## src/design/deser_status_pkg.sv

```systemverilog
// Shared constants and carrier types for the deserializer status bank
// Functional notes
// - Forward-link parity checking runs while the enable bit is 1, is skipped at 0, and the bit resets to 1.
// - After initialization, status bit 7 is set only when the loaded fuse configuration had a valid checksum.
// - Status bit 6 is set once power-up initialization, fuse loading included, has finished.
// - Status bit 3 is a latched copy of the pass/fail test pin.
// - Status bit 2 is a latched copy of the link-acquired pin.
// - The 16-bit parity threshold takes its upper byte from 0x05 (reset 0x01) and its lower byte from 0x06 (reset 0x00).
// - Each receive port raises its parity fault once its error count reaches or passes the threshold.
// - A control-channel transaction not finished within the 7-bit timeout at bits 7:1, in 2 ms steps, reset 0x7F, is aborted.
// - The watchdog is stopped while disable bit 0 is 1, runs while it is 0, and the bit resets to 0.
// - While bit 7 of the first bus control register is 1, register writes arriving over the control channel are rejected.
// - The remote-write block leaves remote access to targets on the local bus untouched.
package deser_status_pkg;

  // Register offsets
  localparam logic [7:0] ADDR_GEN_CFG = 8'h02;
  localparam logic [7:0] ADDR_REVISION = 8'h03;
  localparam logic [7:0] ADDR_DEV_COND = 8'h04;
  localparam logic [7:0] ADDR_PAR_UPPER = 8'h05;
  localparam logic [7:0] ADDR_PAR_LOWER = 8'h06;
  localparam logic [7:0] ADDR_WDOG = 8'h07;
  localparam logic [7:0] ADDR_BUS_CTL1 = 8'h08;

  // Field positions
  localparam int GEN_PARITY_EN_BIT = 1;
  localparam int COND_CKSUM_BIT = 7;
  localparam int COND_INIT_BIT = 6;
  localparam int COND_PASS_BIT = 3;
  localparam int COND_LOCK_BIT = 2;
  localparam int WDOG_OFF_BIT = 0;
  localparam int WDOG_TIME_LSB = 1;
  localparam int WDOG_TIME_MSB = 7;
  localparam int BUS_REMOTE_BLOCK_BIT = 7;
  localparam int REV_FIELD_LSB = 4;

  // Widths
  localparam int NUM_RX_PORTS = 2;
  localparam int PAR_CNT_W = 16;
  localparam int WDOG_FIELD_W = 7;

  // Reset values
  localparam logic [1:0] GEN_CFG_RST = 2'h2;
  localparam logic [7:0] PAR_UPPER_RST = 8'h01;
  localparam logic [7:0] PAR_LOWER_RST = 8'h00;
  localparam logic [6:0] WDOG_TIME_RST = 7'h7F;
  localparam logic WDOG_OFF_RST = 1'b0;
  localparam logic BUS_REMOTE_BLOCK_RST = 1'b0;
  localparam logic [6:0] BUS_CTL1_LOW_RST = 7'h1C;
  localparam logic [7:0] UNMAPPED_READ = 8'h00;

  // Timing: watchdog step length and the clock it is counted on
  localparam int WDOG_STEP_MS = 2;
  localparam int SYS_CLK_MHZ = 200;
  localparam int WDOG_STEP_CYCLES = WDOG_STEP_MS * SYS_CLK_MHZ * 1000;
  localparam int TICK_W = 32;

  // Register access from the local bus target or the control channel
  typedef struct packed {
    logic valid;
    logic write;
    logic remote;
    logic [7:0] addr;
    logic [7:0] wdata;
  } reg_req_s;

  // One-cycle answer to a register access
  typedef struct packed {
    logic rdValid;
    logic [7:0] rdData;
    logic wrDone;
    logic wrRejected;
  } reg_rsp_s;

endpackage

```

## src/design/deser_status_regs.sv

```systemverilog
// Shared configuration and status register bank of the deserializer
`timescale 1ns/10ps
module deser_status_regs #(
  parameter int unsigned STEP_CYCLES = deser_status_pkg::WDOG_STEP_CYCLES,
  // Revision code; the default value is arbitrary
  parameter logic [3:0] SILICON_REV = 4'hA
) (
  input wire logic sys_clk,
  input wire logic rst_n,
  input deser_status_pkg::reg_req_s regReq,
  output deser_status_pkg::reg_rsp_s regRsp,
  input wire logic initDone,
  input wire logic fuseChecksumOk,
  input wire logic passPin,
  input wire logic lockPin,
  input wire logic [deser_status_pkg::NUM_RX_PORTS-1:0] parityErrPulse,
  input wire logic [deser_status_pkg::NUM_RX_PORTS-1:0] parityCountClear,
  input wire logic ccTxnStart,
  input wire logic ccTxnDone,
  output logic parityCheckEn,
  output logic [deser_status_pkg::NUM_RX_PORTS-1:0] parityFault,
  output logic ccTxnAbort,
  output logic remoteWriteBlock
);
  import deser_status_pkg::*;

  typedef logic [NUM_RX_PORTS-1:0][PAR_CNT_W-1:0] port_cnt_t;

  typedef struct packed {
    logic [1:0] passSync;
    logic [1:0] lockSync;
    logic [1:0] genCfg;
    logic [7:0] parUpper;
    logic [7:0] parLower;
    logic [WDOG_FIELD_W-1:0] wdogTime;
    logic wdogOff;
    logic remoteBlock;
    logic [6:0] busCtl1Low;
    logic initSeen;
    logic cksumOk;
    logic passLatch;
    logic lockLatch;
    port_cnt_t parCount;
    logic [NUM_RX_PORTS-1:0] parFault;
    logic abortOut;
    reg_rsp_s rsp;
  } bank_s;

  bank_s q;
  bank_s d;

  logic [PAR_CNT_W-1:0] parLimit;
  port_cnt_t cntNext;
  logic [NUM_RX_PORTS-1:0] faultNext;
  logic wdAbort;
  logic doWrite;
  logic remoteRefused;
  logic condRead;
  logic [7:0] rdMux;

  // Threshold is the two byte registers side by side
  assign parLimit = {q.parUpper, q.parLower};

  // Per-port error counters; a clear and an error together give one
  for (genvar p = 0; p < NUM_RX_PORTS; p++) begin : g_port
    logic countIt;
    logic [PAR_CNT_W-1:0] base;
    assign countIt = parityErrPulse[p] && q.genCfg[GEN_PARITY_EN_BIT]
                     && (q.parCount[p] != {PAR_CNT_W{1'b1}});
    assign base = parityCountClear[p] ? '0 : q.parCount[p];
    assign cntNext[p] = base + {{(PAR_CNT_W-1){1'b0}}, countIt};
    assign faultNext[p] = (cntNext[p] >= parLimit);
  end

  // Remote writes refused while blocked; remote reads still answered
  assign remoteRefused = regReq.valid && regReq.write && regReq.remote
                         && q.remoteBlock;
  assign doWrite = regReq.valid && regReq.write && !remoteRefused;
  assign condRead = regReq.valid && !regReq.write
                    && (regReq.addr == ADDR_DEV_COND);

  // Read data selection; unmapped offsets read as zero
  always_comb begin
    rdMux = UNMAPPED_READ;
    unique case (regReq.addr)
      ADDR_GEN_CFG: rdMux = {6'h00, q.genCfg};
      ADDR_REVISION: rdMux = {SILICON_REV, 4'h0};
      ADDR_DEV_COND: begin
        rdMux[COND_CKSUM_BIT] = q.cksumOk;
        rdMux[COND_INIT_BIT] = q.initSeen;
        rdMux[COND_PASS_BIT] = q.passLatch;
        rdMux[COND_LOCK_BIT] = q.lockLatch;
      end
      ADDR_PAR_UPPER: rdMux = q.parUpper;
      ADDR_PAR_LOWER: rdMux = q.parLower;
      ADDR_WDOG: rdMux = {q.wdogTime, q.wdogOff};
      ADDR_BUS_CTL1: rdMux = {q.remoteBlock, q.busCtl1Low};
      default: rdMux = UNMAPPED_READ;
    endcase
  end

  // Next state of the whole bank
  always_comb begin
    d = q;

    // Pins pass two flops before anything looks at them
    d.passSync = {q.passSync[0], passPin};
    d.lockSync = {q.lockSync[0], lockPin};

    // Register writes; read-only offsets silently ignore data
    if (doWrite) begin
      unique case (regReq.addr)
        ADDR_GEN_CFG: d.genCfg = regReq.wdata[1:0];
        ADDR_PAR_UPPER: d.parUpper = regReq.wdata;
        ADDR_PAR_LOWER: d.parLower = regReq.wdata;
        ADDR_WDOG: begin
          d.wdogTime = regReq.wdata[WDOG_TIME_MSB:WDOG_TIME_LSB];
          d.wdogOff = regReq.wdata[WDOG_OFF_BIT];
        end
        ADDR_BUS_CTL1: begin
          d.remoteBlock = regReq.wdata[BUS_REMOTE_BLOCK_BIT];
          d.busCtl1Low = regReq.wdata[6:0];
        end
        default: d.remoteBlock = q.remoteBlock;
      endcase
    end

    // Init status sticks; checksum sampled on the cycle init completes
    if (initDone && !q.initSeen) begin
      d.initSeen = 1'b1;
      d.cksumOk = fuseChecksumOk;
    end

    // Latched-high bits: a read clears, but a live pin sets again
    d.passLatch = (condRead ? 1'b0 : q.passLatch)
                  | q.passSync[1];
    d.lockLatch = (condRead ? 1'b0 : q.lockLatch)
                  | q.lockSync[1];

    // Parity counters and fault flags
    d.parCount = cntNext;
    d.parFault = faultNext;

    // Watchdog abort leaves through a flop
    d.abortOut = wdAbort;

    // One-cycle answer; reads show the value before this access
    d.rsp.rdValid = regReq.valid && !regReq.write;
    d.rsp.rdData = (regReq.valid && !regReq.write) ? rdMux : 8'h00;
    d.rsp.wrDone = doWrite;
    d.rsp.wrRejected = remoteRefused;
  end

  // State register; control bits come up at their documented values
  always_ff @(posedge sys_clk or negedge rst_n) begin
    if (!rst_n) begin
      q.passSync <= 2'h0;
      q.lockSync <= 2'h0;
      q.genCfg <= GEN_CFG_RST;
      q.parUpper <= PAR_UPPER_RST;
      q.parLower <= PAR_LOWER_RST;
      q.wdogTime <= WDOG_TIME_RST;
      q.wdogOff <= WDOG_OFF_RST;
      q.remoteBlock <= BUS_REMOTE_BLOCK_RST;
      q.busCtl1Low <= BUS_CTL1_LOW_RST;
      q.initSeen <= 1'b0;
      q.cksumOk <= 1'b0;
      q.passLatch <= 1'b0;
      q.lockLatch <= 1'b0;
      q.parCount <= '0;
      q.parFault <= '0;
      q.abortOut <= 1'b0;
      q.rsp <= '0;
    end else begin
      q <= d;
    end
  end

  // Watchdog stops while the disable bit is set
  cc_watchdog #(
    .STEP_CYCLES(STEP_CYCLES)
  ) u_watchdog (
    .sys_clk(sys_clk),
    .rst_n(rst_n),
    .runEnable(!q.wdogOff),
    .timeoutSteps(q.wdogTime),
    .txnStart(ccTxnStart),
    .txnDone(ccTxnDone),
    .txnAbort(wdAbort)
  );

  // Outputs straight from flops; the block bit only gates register
  // writes, never pass-through access to local-bus targets
  assign regRsp = q.rsp;
  assign parityCheckEn = q.genCfg[GEN_PARITY_EN_BIT];
  assign parityFault = q.parFault;
  assign ccTxnAbort = q.abortOut;
  assign remoteWriteBlock = q.remoteBlock;

endmodule // deser_status_regs

```

## src/design/cc_watchdog.sv

```systemverilog
// Control-channel transaction watchdog counted in fixed-length steps
`timescale 1ns/10ps
module cc_watchdog #(
  parameter int unsigned STEP_CYCLES = deser_status_pkg::WDOG_STEP_CYCLES
) (
  input wire logic sys_clk,
  input wire logic rst_n,
  input wire logic runEnable,
  input wire logic [deser_status_pkg::WDOG_FIELD_W-1:0] timeoutSteps,
  input wire logic txnStart,
  input wire logic txnDone,
  output logic txnAbort
);
  import deser_status_pkg::*;

  typedef enum logic {WD_IDLE, WD_RUN} wd_state_e;

  typedef struct packed {
    wd_state_e st;
    logic [TICK_W-1:0] tick;
    logic [WDOG_FIELD_W-1:0] steps;
    logic abort;
  } wd_s;

  localparam logic [TICK_W-1:0] TICK_LAST = TICK_W'(STEP_CYCLES - 1);

  wd_s q;
  wd_s d;

  // Prescaled step counter; a zero field would abort after one step
  always_comb begin
    d = q;
    d.abort = 1'b0;
    unique case (q.st)
      WD_IDLE: begin
        if (txnStart && runEnable) begin
          d.st = WD_RUN;
          d.tick = '0;
          d.steps = '0;
        end
      end
      WD_RUN: begin
        if (!runEnable || txnDone) begin
          d.st = WD_IDLE;
        end else if (q.tick == TICK_LAST) begin
          d.tick = '0;
          if (q.steps + 7'h01 >= timeoutSteps) begin
            d.abort = 1'b1;
            d.st = WD_IDLE;
          end else begin
            d.steps = q.steps + 7'h01;
          end
        end else begin
          d.tick = q.tick + 32'h1;
        end
      end
    endcase
  end

  // State register
  always_ff @(posedge sys_clk or negedge rst_n) begin
    if (!rst_n) begin
      q <= '{st: WD_IDLE, tick: '0, steps: '0, abort: 1'b0};
    end else begin
      q <= d;
    end
  end

  assign txnAbort = q.abort;

endmodule // cc_watchdog

```

## config.mk

```make
export PLATFORM = sky130hd
export DESIGN_NAME = deser_status_regs
export DESIGN_NICKNAME = d
export VERILOG_FILES = /design/src/design/deser_status_pkg.sv /design/src/design/deser_status_regs.sv /design/src/design/cc_watchdog.sv
export SDC_FILE = /design/constraint.sdc
export NUM_CORES = 1
export LEC_CHECK = 0
export BUFFER_PORTS_ARGS = -buffer_cell sky130_fd_sc_hd__buf_2
export CAP_MARGIN = 20
export CORE_UTILIZATION = 57
export DETAILED_ROUTE_END_ITERATION = 7
export GPL_TIMING_DRIVEN = 0
export HOLD_SLACK_MARGIN = 0.02
export PLACE_DENSITY_LB_ADDON = 0.12
export SYNTH_ARGS = -nofsm -noshare
export SYNTH_HDL_FRONTEND = slang
export SYNTH_HIERARCHICAL = 1
export SYNTH_SLANG_ARGS = --single-unit
```

## constraint.sdc

```tcl
create_clock -name sys_clk -period 5.2 [get_ports sys_clk]
set_clock_uncertainty 0.2 [all_clocks]
set_input_delay 0.52 -clock sys_clk [delete_from_list [all_inputs] [get_ports sys_clk]]
set_output_delay 0.52 -clock sys_clk [all_outputs]
set_load 0.005 [all_outputs]
```

# ---- Word level (Yosys, flattened, before mapping)
# Cells that the tools add are included.
dict set report word_totals {
  regBits 129
  latch_bits 0
  ram_bits 0
  rom_bits 0
  mem_count 0
}
dict set report classes {
  addsub 4
  multipliers 0
  div_mod_pow 0
  magnitude_cmp 3
  n_eq_ne 14
  shift 0
  mux 20
  bitwise 3
  reduce_logical 24
}
# cell n
set op_table {}
lappend op_table {{two-way mux 40 bit} 2}
lappend op_table {{case mux 40 bit (2 select lines)} 1}
lappend op_table {{adder 16 x 1 -> 16 bit} 2}
lappend op_table {{adder 32 x 1 -> 32 bit (second input constant)} 1}
lappend op_table {{== test 32 x 19 -> 1 bit (second input constant)} 1}
lappend op_table {{== test 8 x 3 -> 1 bit (second input constant)} 4}
lappend op_table {{greater-or-equal comparator 16 bit} 2}
lappend op_table {{two-way mux 16 bit} 2}
lappend op_table {{two-way mux 32 bit} 1}
lappend op_table {{inequality test 16 bit (second input constant)} 2}
lappend op_table {{case mux 2 bit (5 select lines)} 3}
lappend op_table {{== test 8 x 2 -> 1 bit (second input constant)} 2}
lappend op_table {{two-way mux 8 bit} 2}
lappend op_table {{logical AND 1 bit} 12}
lappend op_table {{case mux 2 bit (6 select lines)} 1}
lappend op_table {{AND reduction 2 bit} 6}
lappend op_table {{== test 8 x 4 -> 1 bit (second input constant)} 1}
lappend op_table {{adder 7 x 1 -> 7 bit (second input constant)} 1}
lappend op_table {{greater-or-equal comparator 7 bit} 1}
lappend op_table {{two-way mux 1 bit} 7}
lappend op_table {{two-way mux 7 bit} 1}
lappend op_table {{inequality test 2 bit (second input constant)} 3}
lappend op_table {{zero test 1 bit} 4}
lappend op_table {{AND reduction 4 bit} 1}
lappend op_table {{4 further kinds} 5}

# ---- Longest topological paths before layout
dict set report logic_depth {
  depth_word 6
  ltp_mapped 14
  mapped_depth_nobuf 14
}

# ---- Cells and area by module
# The synthesis kept the hierarchy.
# mod instances cells_per_inst area_per_inst_um2 seq_area_each_um2
set by_module_without_submodules {}
lappend by_module_without_submodules {deser_status_regs 1 442 4792.1 2217.1}
lappend by_module_without_submodules {cc_watchdog 1 285 2494.9 1026.0}

# ---- Worst setup path after synthesis
# Ideal clock, no wire load.
dict set report synth_path {
  kind {register to register}
  start {reg, netlist name q[38]}
  end {reg q, in the netlist parityFault[1]}
  setup_ns 0.064
  arrival_time_ns 3.317
  required_time_ns 4.936
  slack_ns 1.619
  stages_incl_launch_ff 14
  cell_sequence {dfrtp_1 > nand4_1 > or3_1 > o311a_1 > ha_1 > and2_1 > nand4b_1 > nor3_1 > mux2_2 > ha_1 > nand4_1 > or4_1 > nor3_1 > or4_1}
}
# item line
set synth_lines {}
lappend synth_lines {{to (decl)} deser_status_regs.sv:49} ;# bank_s q;

==> run metrics <==
clock root buffer clkbuf_16; Die W 115 um; switching part of the total 23.3%; GR met1 Demand/Resource 35.8%; Fmax 242 MHz; R2R Setup Slk 1.06 ns; final hold viol count 0; cell with the most instances after synthesis dfrtp_1; htree depth 4; proportion of synthesized area in mux cells 7.40%; Worst Path Required 5.35 ns; Skew-Pair Late Insertion Delay 0.42 ns; Layout area overhead 15.3%; switching power 579 uW; Fill cells 985; Max-slew headroom 51.1%; Residual DRC 0; first-pass GRT wire length 28400 um; Unique masters post-synth 60; Final Max Tran Viols 0; Commonest cells post-synth dfrtp_1, nand2_1, ha_1; die area 13200 sq um; Syn. warnings 6; RSZ-0062 raised after global routing no; R2R depth 13; DRT Pass-1 Iters 4; vias per inst 6.09; clock share of power 49.9%; Post-Synth XOR/XNOR Area 3.00%; share of the synthesized area in the top cell type 40.2%; Starting Density 59.7%; Syn Inst Count 727; Core Rows 40; TritonCTS clock tree yes; routed length per instance 17.6 um; Fin Setup TNS 0 ns; Yosys reg bits 129; hold depth 2; I/O pin count 47; Worst EP arrival 4.29 ns; status completed; Core ar. 12200 sq um; global-route met2 utilization 46.3%; met3 Use GR 5.75%; FF-to-FF End parityFault[1]$_DFF_PN0_; post-CTS sizing 0; All-Layer GR Usage 28.1%; synthesized area per cell 10.0 sq um; ant diodes 0; initial antenna violation count 0; GRT busiest layer met2; Worst R2R Start q[37]$_DFF_PN0_; EDFF count, synth 0; hold slack 0.127 ns; I/O Buffers 44; grt ovf 0; Final period util 79.6%; Syn Std Cell Area 7290 sq um; Synth Area in Adders 7.73%; Worst Path Max Fanout 7; post-route ant nets 0; total CTS buffers 17; Setup crit end kind flip-flop; Post-Synth Simple-Gate Area 19.4%; clk sink count 129; crit path time final 4.14 ns; Die Y 115 um; largest net degree at the start of global routing 71; syn nets 803; total number of vias 5942; Max Cap Violations 0; DR iter-0 viols 377; Pwr Density 296 nW/um^2; Synth Area in Compound Gates 13.0%; Main synth FF type dfrtp_1; CTS Buffer Depth 2; Slew @ Worst Pin 0.726 ns; largest area contributor in the netlist dfrtp_1; share of cells above drive strength 1 20.7%; combinational power share 8.0%; HP Start initDone; Static Leak 3.78 nW; asr flop ratio synth 100%; Placer Congestion 0.919; number of global-route vias before repair 5808; P_int 1.91 mW; Max IR drop VDD 0.213 mV; sequential share of power 42.1%; CP Launch Point q[37]$_DFF_PN0_; Hold WC Path Type input port to flip-flop; Synth area leaders dfrtp_1, ha_1, mux2_2, dfstp_2, nand4_1; Util after Layout 68.8%; hold path endpoint q[49]$_DFFE_PN0P_; DP HPWL 12500 um; largest family of logic cells by synthesized area simple AND/OR/NAND/NOR gates; NumNets Final 871; startpoint types flip-flop; sequential share of the synthesized area 44.5%; clk slew on worst S/H paths 0.06 ns; final setup fails 0; critical path class flip-flop to flip-flop; drt total wl 17100 um
[sequential cells by signal, summed over array words and instances (netlist names), 2 cells and up]
name,count
q,54
u_watchdog/q,40
parityFault,2
parLimit,16
d,2
regRsp,11
[layout make-up]
| class | count | area, sq um | share of cell area (%) |
|---|---|---|---|
| Clock buffer | 18 | 429 | 5.11 |
| Clock inverter | 14 | 189 | 2.25 |
| Sequential cell | 129 | 3240 | 38.6 |
| Tap cell | 168 | 210 | 2.50 |
| Buffer | 39 | 236 | 2.81 |
| Timing Repair Buffer | 49 | 289 | 3.44 |
| Inverter | 33 | 124 | 1.47 |
| Multi-Input combinational cell | 526 | 3680 | 43.8 |
[cells by family after synthesis]
family                   after synthesis
XOR/XNOR                              25
adder cells (fa/ha/maj)               45
flip-flops                           129
AND/OR/NAND/NOR                      257
buffers and inverters                 72
AO/OA/AOI/OAI                        154
multiplexers                          45
[worst max-delay path, stage by stage (launching register included)]
cell and delay (ns):
dfrtp_1 0.41, nand4_1 0.21, or3_1 0.44, o311a_1 0.39
ha_1 0.22, and2_1 0.17, nand4b_1 0.26, nor3_1 0.09
mux2_2 0.30, ha_1 0.30, nand4_1 0.17, or4_1 0.57
nor3_1 0.18, or4_1 0.16
[routing by layer]
metal / vias to the layer above / routed length [um]
met5: - / 0
met4: 0 / 460
met3: 43 / 740
met2: 165 / 8460
met1: 2929 / 7470
li1: 2805 / -
[power by group through the flow]
stage | registers, mW | logic [mW] | clock network (mW)
after global routing | 1.05 | 0.221 | 1.30
final | 1.05 | 0.199 | 1.24
after global placement | 1.06 | 0.187 | 0
after floorplan | 1.06 | 0.117 | 0
after CTS | 1.05 | 0.199 | 1.26
after detailed placement | 1.06 | 0.196 | 0
[how the worst max path moves through the flow]
stage                          endpoint  slack (ns)  cells after the start
3_5_place_dp   parityFault[1]$_DFF_PN0_        0.97                     14
4_1_cts        parityFault[1]$_DFF_PN0_        1.06                     13
2_1_floorplan  parityFault[1]$_DFF_PN0_        1.62                     13
5_1_grt        parityFault[1]$_DFF_PN0_        0.83                     13
3_3_place_gp   parityFault[1]$_DFF_PN0_        1.10                     14
6_report       parityFault[1]$_DFF_PN0_        1.06                     13
[through the flow]
step / setup WS, ns / total power, mW / instances / area [sq um]
CTS: 1.06 / 2.50 / 975 / 8400
floorplan: 1.62 / 1.17 / 727 / 7290
global route: 0.831 / 2.57 / 976 / 8400
detailed placement: 0.970 / 1.26 / 940 / 7750
finish: 1.06 / 2.48 / 976 / 8400
global placement: 1.10 / 1.25 / 939 / 7720
[cell usage in the layout, fill, tap and decap left out, drive strengths merged, types with 2 or more instances in the layout]
cell / synthesis / layout
o41ai: 2 / 2
nor2b: 16 / 16
a31oi: 17 / 17
xor2: 14 / 14
o31ai: 4 / 4
or3: 7 / 7
nand2b: 11 / 11
clkinvlp: 0 / 3
nand4b: 2 / 2
a21boi: 2 / 2
nand2: 50 / 50
dlygate4sd3: 0 / 3
a22o: 11 / 11
a211oi: 2 / 2
o21ai: 58 / 58
bufinv: 0 / 4
nand3: 30 / 30
dfstp: 12 / 12
a22oi: 6 / 6
nor2: 43 / 43
or4: 10 / 10
and2: 8 / 8
nor4b: 5 / 5
mux4: 3 / 3
clkinv: 0 / 6
buf: 22 / 67
nand4: 33 / 33
a21o: 9 / 9
and3: 9 / 9
ha: 45 / 45
a21oi: 33 / 33
xnor2: 11 / 11
mux2: 41 / 41
inv: 33 / 34
and4: 4 / 4
clkbuf: 17 / 36
nor3: 13 / 13
dfrtp: 117 / 117
nor4: 13 / 13
[timing repair]
item	4_1_cts	5_1_grt
hold buffers	3	0
hold endpoints to repair	51	0
setup buffers	0	0
(Power assumes the default switching activity.)
